$ cat config.mk
export PLATFORM = sky130hd
export DESIGN_NAME = sbtc_top
export DESIGN_NICKNAME = d
export VERILOG_FILES = /design/src/sbtc_pkg.sv /design/src/sbtc_edge.sv /design/src/sbtc_top.sv
export SDC_FILE = /design/constraint.sdc
export NUM_CORES = 1
export LEC_CHECK = 0
export BUFFER_PORTS_ARGS = -buffer_cell sky130_fd_sc_hd__buf_2
export CAP_MARGIN = 20
export CORE_AREA = 2 2 94 87
export DETAILED_ROUTE_END_ITERATION = 8
export DIE_AREA = 0 0 96 89
export PLACE_DENSITY = 0.83
export SYNTH_ARGS = -nofsm -noshare
export SYNTH_HDL_FRONTEND = slang
export SYNTH_SLANG_ARGS = --single-unit
$ cat constraint.sdc
create_clock -name CORE_CLK -period 3.1 [get_ports CORE_CLK]
set_input_delay 0.465 -clock CORE_CLK [delete_from_list [all_inputs] [get_ports CORE_CLK]]
set_output_delay 0.465 -clock CORE_CLK [all_outputs]
set_load 0.005 [all_outputs]
$ cat src/sbtc_pkg.sv
// constants and state types shared by the sixteen bit timer counter
package sbtc_pkg;

   // ==========================================================
   // register map (byte registers, 3 bit address)
   localparam logic [2:0] ADDR_CONTROL   = 3'h0;
   localparam logic [2:0] ADDR_COUNT_LOW = 3'h1;
   localparam logic [2:0] ADDR_COUNT_HI  = 3'h2;
   localparam logic [2:0] ADDR_FLAG      = 3'h3;
   localparam logic [2:0] ADDR_ENABLE    = 3'h4;

   // ==========================================================
   // control register fields
   localparam int BIT_BUFFERED   = 7;
   localparam int BIT_PRESC_HI   = 5;
   localparam int BIT_PRESC_LO   = 4;
   localparam int BIT_TIMEBASE   = 3;
   localparam int BIT_SYNC_DIS   = 2;
   localparam int BIT_CLK_SOURCE = 1;
   localparam int BIT_TIMER_ON   = 0;
   localparam logic [7:0] CONTROL_WMASK = 8'hbf;
   localparam logic [7:0] CONTROL_RESET = 8'h00;

   // flag and enable registers: overflow bit position
   localparam int BIT_OVERFLOW = 1;

   // ==========================================================
   // timing: instruction cycle is the core clock divided by four
   localparam int          CORE_CLK_HZ  = 10_000_000;
   localparam int          INSTR_DIV    = 4;
   localparam logic [1:0]  INSTR_LAST   = 2'(INSTR_DIV - 1);
   localparam logic [15:0] COUNT_MAX    = 16'hffff;
   localparam logic [15:0] COUNT_RESET  = 16'h0000;

   // ==========================================================
   // prescale select codes
   localparam logic [1:0] PRESC_1 = 2'h0;
   localparam logic [1:0] PRESC_2 = 2'h1;
   localparam logic [1:0] PRESC_4 = 2'h2;
   localparam logic [1:0] PRESC_8 = 2'h3;

   // ==========================================================
   // edge detector arming states
   typedef enum logic [1:0] {
      EDGE_WAIT_FALL = 2'b01,
      EDGE_ARMED     = 2'b10
   } sbtc_edge_e;

   typedef struct packed {
      logic       meta;
      logic       sync;
      logic       prev;
      sbtc_edge_e state;
      logic       rise;
   } sbtc_edge_s;

   typedef struct packed {
      logic [7:0]  control;
      logic [15:0] count;
      logic [7:0]  high_buf;
      logic [2:0]  presc;
      logic [1:0]  instr_div;
      logic        overflow_flag;
      logic        overflow_int_enable;
      logic        clk_src_prev;
      logic [7:0]  rdata;
      logic        irq;
      logic [15:0] timebase;
      logic        timebase_sel;
      logic [1:0]  osc_pin_read;
      logic [1:0]  osc_pin_oe;
   } sbtc_state_s;

endpackage : sbtc_pkg

$ cat src/sbtc_edge.sv
// rising edge detector for the external count input, optional synchroniser
`timescale 1ns/1ns
module sbtc_edge
   import sbtc_pkg::*;
(
   input  wire logic clk,
   input  wire logic rst,
   input  wire logic src,
   input  wire logic bypass,
   input  wire logic rearm,
   output      logic rise
);

   sbtc_edge_s s_q;
   sbtc_edge_s s_d;
   logic       level;

   // ==========================================================
   // next state
   always_comb begin
      s_d      = s_q;
      s_d.meta = src;
      s_d.sync = s_q.meta;
      // the synchroniser costs two cycles of latency; bypass trades that for metastability risk
      level    = bypass ? src : s_q.sync;
      s_d.prev = level;
      s_d.rise = 1'b0;
      if (rearm) begin
         s_d.state = EDGE_WAIT_FALL;
      end else begin
         unique case (s_q.state)
            EDGE_WAIT_FALL: begin
               if (s_q.prev && !level) begin
                  s_d.state = EDGE_ARMED;
               end
            end
            EDGE_ARMED: begin
               s_d.rise = !s_q.prev && level;
            end
            default: s_d.state = EDGE_WAIT_FALL;
         endcase
      end
   end

   // ==========================================================
   // registers
   always_ff @(posedge clk or posedge rst) begin
      if (rst) begin
         s_q <= '{meta: 1'b0, sync: 1'b0, prev: 1'b0, state: EDGE_WAIT_FALL, rise: 1'b0};
      end else begin
         s_q <= s_d;
      end
   end

   assign rise = s_q.rise;

endmodule : sbtc_edge

$ cat src/sbtc_top.sv
// sixteen bit timer counter with prescaler, buffered access and overflow flag
//
// Operation
// - buffered bit set makes count access one 16-bit operation; clear gives two bytes.
// - two-bit prescale field divides counting clock by 1, 2, 4 or 8.
// - timebase select bit 1 gives this count to capture unit, else companion's.
// - external source: sync-disable bit 1 skips synchroniser; ignored for internal clock.
// - external source counts rising edges, starting after first falling edge seen.
// - timer-on bit enables counting when set, stops timer when clear.
// - internal source increments once every instruction cycle, core clock divided by four.
// - while low-power oscillator runs, its pins' logic is off and read zero.
// - buffered mode low-byte read copies live high byte into buffer.
// - buffered mode low-byte write loads high byte from buffer too.
// - buffered mode high-byte address reaches only the buffer.
// - low-byte write clears prescaler; high-byte write does not.
// - count wraps from maximum to zero and sets overflow flag.
// - interrupt request only while overflow interrupt enable is set.
// - special event trigger while this timer is timebase resets count to zero.
// - software count write in same cycle beats special event reset.
`timescale 1ns/1ns
module sbtc_top
   import sbtc_pkg::*;
(
   input  wire logic                  CORE_CLK,
   input  wire logic                  RESET,
   input  wire logic [2:0]            ADDR,
   input  wire logic [7:0]            WDATA,
   input  wire logic                  WR,
   input  wire logic                  RD,
   output      logic [7:0]            RDATA,
   input  wire logic                  EXTERNAL_COUNT_PIN,
   input  wire logic                  LOWPOWER_OSC_CLK,
   input  wire logic                  LOWPOWER_OSC_ENABLE,
   input  wire logic [1:0]            OSC_PIN_IN,
   input  wire logic [1:0]            PORT_DIRECTION_BITS,
   output      logic [1:0]            OSC_PIN_READ,
   output      logic [1:0]            OSC_PIN_OE,
   input  wire logic                  SPECIAL_EVENT,
   input  wire logic [15:0]           COMPANION_COUNT,
   output      logic [15:0]           CAPTURE_TIMEBASE,
   output      logic                  CAPTURE_USES_THIS,
   output      logic                  OVERFLOW_IRQ
);
   import sbtc_pkg::*;

   // ==========================================================
   // helpers
   function automatic logic [2:0] presc_last(input logic [1:0] sel);
      unique case (sel)
         PRESC_1: presc_last = 3'h0;
         PRESC_2: presc_last = 3'h1;
         PRESC_4: presc_last = 3'h3;
         PRESC_8: presc_last = 3'h7;
      endcase
   endfunction : presc_last

   function automatic logic hit(input logic strobe, input logic [2:0] a, input logic [2:0] b);
      hit = strobe && (a == b);
   endfunction : hit

   sbtc_state_s s_q;
   sbtc_state_s s_d;
   logic        ext_src;
   logic        ext_rise;
   logic        clk_src_rearm;

   // ==========================================================
   // external count source and its edge detector
   // the oscillator replaces the pin only once software has enabled it
   assign ext_src       = LOWPOWER_OSC_ENABLE ? LOWPOWER_OSC_CLK : EXTERNAL_COUNT_PIN;
   assign clk_src_rearm = s_q.control[BIT_CLK_SOURCE] && !s_q.clk_src_prev;

   sbtc_edge u_edge (
      .clk    (CORE_CLK),
      .rst    (RESET),
      .src    (ext_src),
      .bypass (s_q.control[BIT_SYNC_DIS]),
      .rearm  (clk_src_rearm),
      .rise   (ext_rise)
   );

   // ==========================================================
   // next state
   logic        wr_ctrl;
   logic        wr_low;
   logic        wr_high;
   logic        wr_flag;
   logic        wr_en;
   logic        rd_low;
   logic        rd_high;
   logic        rd_ctrl;
   logic        rd_flag;
   logic        rd_en;
   logic        buffered;
   logic        src_tick;
   logic        cnt_tick;
   logic        wrap;
   logic [15:0] count_inc;

   always_comb begin
      s_d       = s_q;
      wr_ctrl   = hit(WR, ADDR, ADDR_CONTROL);
      wr_low    = hit(WR, ADDR, ADDR_COUNT_LOW);
      wr_high   = hit(WR, ADDR, ADDR_COUNT_HI);
      wr_flag   = hit(WR, ADDR, ADDR_FLAG);
      wr_en     = hit(WR, ADDR, ADDR_ENABLE);
      rd_low    = hit(RD, ADDR, ADDR_COUNT_LOW);
      rd_high   = hit(RD, ADDR, ADDR_COUNT_HI);
      rd_ctrl   = hit(RD, ADDR, ADDR_CONTROL);
      rd_flag   = hit(RD, ADDR, ADDR_FLAG);
      rd_en     = hit(RD, ADDR, ADDR_ENABLE);
      buffered  = s_q.control[BIT_BUFFERED];
      src_tick  = 1'b0;
      cnt_tick  = 1'b0;
      wrap      = 1'b0;
      count_inc = s_q.count + 16'h0001;

      s_d.clk_src_prev = s_q.control[BIT_CLK_SOURCE];

      // ---- instruction cycle divider, free running
      if (s_q.instr_div == INSTR_LAST) begin
         s_d.instr_div = 2'h0;
      end else begin
         s_d.instr_div = s_q.instr_div + 2'h1;
      end

      // ---- pick the counting clock
      if (s_q.control[BIT_CLK_SOURCE]) begin
         src_tick = ext_rise;
      end else begin
         src_tick = (s_q.instr_div == INSTR_LAST);
      end

      // ---- prescaler, counting only while the timer is on
      if (s_q.control[BIT_TIMER_ON] && src_tick) begin
         if (s_q.presc >= presc_last(s_q.control[BIT_PRESC_HI:BIT_PRESC_LO])) begin
            s_d.presc = 3'h0;
            cnt_tick  = 1'b1;
         end else begin
            s_d.presc = s_q.presc + 3'h1;
         end
      end

      // ---- count: increment, then special event, then software write wins
      if (cnt_tick) begin
         s_d.count = count_inc;
         wrap      = (s_q.count == COUNT_MAX);
      end
      if (SPECIAL_EVENT && s_q.control[BIT_TIMEBASE]) begin
         // in asynchronous counter mode the reset may race the edge; software avoids that
         s_d.count = COUNT_RESET;
         wrap      = 1'b0;
      end
      if (wr_low) begin
         s_d.presc = 3'h0;
         if (buffered) begin
            s_d.count = {s_q.high_buf, WDATA};
         end else begin
            s_d.count[7:0] = WDATA;
         end
      end
      if (wr_high) begin
         if (buffered) begin
            s_d.high_buf = WDATA;
         end else begin
            s_d.count[15:8] = WDATA;
         end
      end

      // ---- control and enable registers
      if (wr_ctrl) begin
         s_d.control = WDATA & CONTROL_WMASK;
      end
      if (wr_en) begin
         s_d.overflow_int_enable = WDATA[BIT_OVERFLOW];
      end

      // ---- overflow flag: a wrap in the clearing cycle still sets it
      if (wr_flag) begin
         s_d.overflow_flag = WDATA[BIT_OVERFLOW];
      end
      if (wrap) begin
         s_d.overflow_flag = 1'b1;
      end
      s_d.irq = s_d.overflow_flag && s_d.overflow_int_enable;

      // ---- read data, valid only in the cycle after the strobe
      s_d.rdata = 8'h00;
      if (rd_ctrl) begin
         s_d.rdata = s_q.control;
      end
      if (rd_low) begin
         s_d.rdata = s_q.count[7:0];
         if (buffered) begin
            s_d.high_buf = s_q.count[15:8];
         end
      end
      if (rd_high) begin
         s_d.rdata = buffered ? s_q.high_buf : s_q.count[15:8];
      end
      if (rd_flag) begin
         s_d.rdata[BIT_OVERFLOW] = s_q.overflow_flag;
      end
      if (rd_en) begin
         s_d.rdata[BIT_OVERFLOW] = s_q.overflow_int_enable;
      end

      // ---- capture time base choice
      s_d.timebase_sel = s_d.control[BIT_TIMEBASE];
      s_d.timebase     = s_d.control[BIT_TIMEBASE] ? s_d.count : COMPANION_COUNT;

      // ---- oscillator pins: digital path off while the oscillator runs
      if (LOWPOWER_OSC_ENABLE) begin
         s_d.osc_pin_read = 2'h0;
         s_d.osc_pin_oe   = 2'h0;
      end else begin
         s_d.osc_pin_read = OSC_PIN_IN;
         s_d.osc_pin_oe   = ~PORT_DIRECTION_BITS;
      end
   end

   // ==========================================================
   // registers
   always_ff @(posedge CORE_CLK or posedge RESET) begin
      if (RESET) begin
         s_q <= '{control:             CONTROL_RESET,
                  count:               COUNT_RESET,
                  high_buf:            8'h00,
                  presc:               3'h0,
                  instr_div:           2'h0,
                  overflow_flag:       1'b0,
                  overflow_int_enable: 1'b0,
                  clk_src_prev:        1'b0,
                  rdata:               8'h00,
                  irq:                 1'b0,
                  timebase:            16'h0000,
                  timebase_sel:        1'b0,
                  osc_pin_read:        2'h0,
                  osc_pin_oe:          2'h0};
      end else begin
         s_q <= s_d;
      end
   end

   // ==========================================================
   // outputs, all straight from the state register
   assign RDATA             = s_q.rdata;
   assign OVERFLOW_IRQ      = s_q.irq;
   assign CAPTURE_TIMEBASE  = s_q.timebase;
   assign CAPTURE_USES_THIS = s_q.timebase_sel;
   assign OSC_PIN_READ      = s_q.osc_pin_read;
   assign OSC_PIN_OE        = s_q.osc_pin_oe;

endmodule : sbtc_top
==> metrics <==
status=completed; DIE WIDTH=about 96 um; Crit Path Class=flip-flop to flip-flop; Clock power frac=26.3%; clk slew on worst S/H paths=0.08 ns; Distinct cells, synth=47; Multi-input gate area=1770 um2; area of the core=roughly 7500 um2; Post-Route WL=roughly 9700 um; clock sink total=74; CP Data Required Time=around 3.3 ns; Via density=5.90; GP Congestion=between 0.9 and 1; CTS resizes=0; Sequential Area=1850 um2; sequential share of power=a little under half; sequential area share after synthesis=between 40% and 50%; cts hold-fix bufs=0; Async S/R FF share, synth=100%; Leak=2.00 nW; Die Y=89 um; Tcrit/Tclk final=a little over four fifths; pwr/cell area=655 nW/um2; initial DRC count=213; crit path DAT=approximately 2.8 ns; unrepaired setup endpoints after global routing=no; Synth Instances=~400; cell chosen for the clock root=clkbuf_8; #FFs+latches synth=74; fill cell count=666; die area=~8500 um2; largest net degree at the start of global routing=41; Inserted Clock Buffers=9; maxcap violations=0; Initial Util=53.1%; final hold slack=around 0.24 ns; DRT Pass-1 Iters=7; worst hold path class=input pin to asynchronous set/reset pin; Yosys top cell by area=dfrtp_1; Setup Skew=0.00845 ns; Synth-to-Final Area Change=10.8%; Worst-Margin Slew=0.897 ns; Max Fclk=0.386 GHz; highest-count cells in the layout ignoring fill and taps=dfrtp_1, buf_2, nand2_1; drt wl/cell=17.6 um; Internal=0.00187 W; vias in the first global route=3102; first-pass GRT wire length=15300 um; gr ovfl total=0; Max Slew Vio Count=0; nets=496; share of layout cells above drive strength 1=about a quarter; Comb power frac=between 20% and 30%; Critical Path Start Type=flip-flop; ant diodes=0; final setup vio count=0; ANT nets after route=0; postcts setup bufs=0; Slew HR=40.2%; CTS HTree Levels=3; Max VDD drop=298 uV; YS warnings=0; share of the synthesized area in the top cell type=46.0%; syn avg cell area=between 9 and 10 um2; Synth area leaders=dfrtp_1, mux2i_1, buf_4; Power, Total=around 0.0029 W; Total Routing Usage GR=23.9%; Hold Vio Cnt, Final=0; hpwl dp=6810 um; Worst Path Max Fanout=15; I/O pins=69; antenna violations before repair=0; CTS Buffer Depth=2; Synth Cell Area=3970 um2; TritonCTS clock tree=yes; Tmin final=2.59 ns; vias after detailed routing=about 3300; IO Port Bufs=68; row cnt=30; synthesized net count=457; Post-synth EDFFs=0; DRC viols=0; Total Neg Setup Slack=0 ns; P_sw=0.00101 W; commonest non-fill, non-tap cell in the layout=dfrtp_1; Net Sw Frac=35.2%; worst skew pair latency=0.36 ns; reg2reg path depth=8; Worst setup EP type=flip-flop; Top FF cell, synth=dfrtp_1
[sequential cells by signal (all words and copies together) (netlist names)]
| signal | cells |
|---|---|
| CAPTURE_TIMEBASE | 16 |
| buffered | 1 |
| OSC_PIN_OE | 2 |
| s_q | 37 |
| u_edge.s_d | 1 |
| s_d | 1 |
| u_edge.s_q | 4 |
| RDATA | 8 |
| u_edge.rise | 1 |
| OVERFLOW_IRQ | 1 |
| OSC_PIN_READ | 2 |
[critical path, cell delays in order (launching register included)]
cell	delay [ns]
dfrtp_1	0.41
or2_2	0.30
ha_1	0.28
nor2b_1	0.05
o21a_1	0.35
buf_4	0.27
o31a_1	0.31
o21ai_0	0.28
a41oi_1	0.16
[logic make-up (layout without fill, tap and decap cells)]
group	Yosys count	in the layout	share of synthesized area (%)
mux	30	30	7.78
buf+inv	57	101	8.92
compound gates	95	95	15.5
simple gates	147	147	18.6
xor+xnor	3	3	0.662
fa+ha+maj	6	6	1.89
flops	74	74	46.7
[per-layer routing]
| layer | global-route usage [%] | wire length, um |
|---|---|---|
| met4 | 6.75 | 150 |
| met2 | 39.1 | 4650 |
| met1 | 31.5 | 4320 |
| met3 | 6.58 | 594 |
| met5 | 0 | 0 |
[synth_stat cells (all sizes together) (3+ instances only)]
cell,number
mux2i,23
nor2,38
nand3,6
a41oi,7
inv,6
mux2,7
o21ai,37
a31oi,13
a21oi,9
buf,39
clkbuf,11
and2,3
nor3b,4
o21a,5
nand2,44
nand4,4
dfrtp,73
ha,6
nor3,6
xnor2,3
o22a,5
o31a,10
nor2b,5
nand2b,6
nor4,10
or3,9
[power groups by stage]
stage,logic (W),registers (W),clock network [W]
final,0.000790,0.00133,0.000758
after global routing,0.000876,0.00136,0.000819
after CTS,0.000785,0.00133,0.000770
after detailed placement,0.000778,0.00134,0
after global placement,0.000746,0.00133,0
after floorplan,0.000629,0.00129,0
[area by class of cell]
cell class | instances | share of cell area (%)
Timing Repair Buffer | 78 | 9.73
Multi-Input combinational cell | 281 | 40.2
Clock inverter | 7 | 1.76
Inverter | 7 | 0.597
Clock buffer | 9 | 2.82
Sequential cell | 74 | 42.1
Tap cell | 96 | 2.73
[metrics by stage]
stage	util, %	instance area (um2)	setup WS, ns	cells
2_1_floorplan	-	3970	0.755	412
6_report	58.9	4400	0.509	552
5_1_grt	58.9	4400	0.346	552
4_1_cts	58.9	4400	0.540	552
3_5_place_dp	56.2	4200	0.567	536
3_3_place_gp	56.2	4200	0.651	536
[final timing paths]
check                                       start              endpoint  slack (ns)
min                                         RESET  CAPTURE_TIMEBASE[10]        0.24
max in group asynchronous                   RESET         u_edge.s_q[1]        2.13
max                                       s_q[67]  CAPTURE_TIMEBASE[12]        0.51
min in group CORE_CLK      PORT_DIRECTION_BITS[1]         OSC_PIN_OE[1]        0.24
min reg2reg                         u_edge.s_d[4]         u_edge.s_q[4]        0.36
max reg2reg                               s_q[67]  CAPTURE_TIMEBASE[12]        0.51
(Power assumes the default switching activity.)
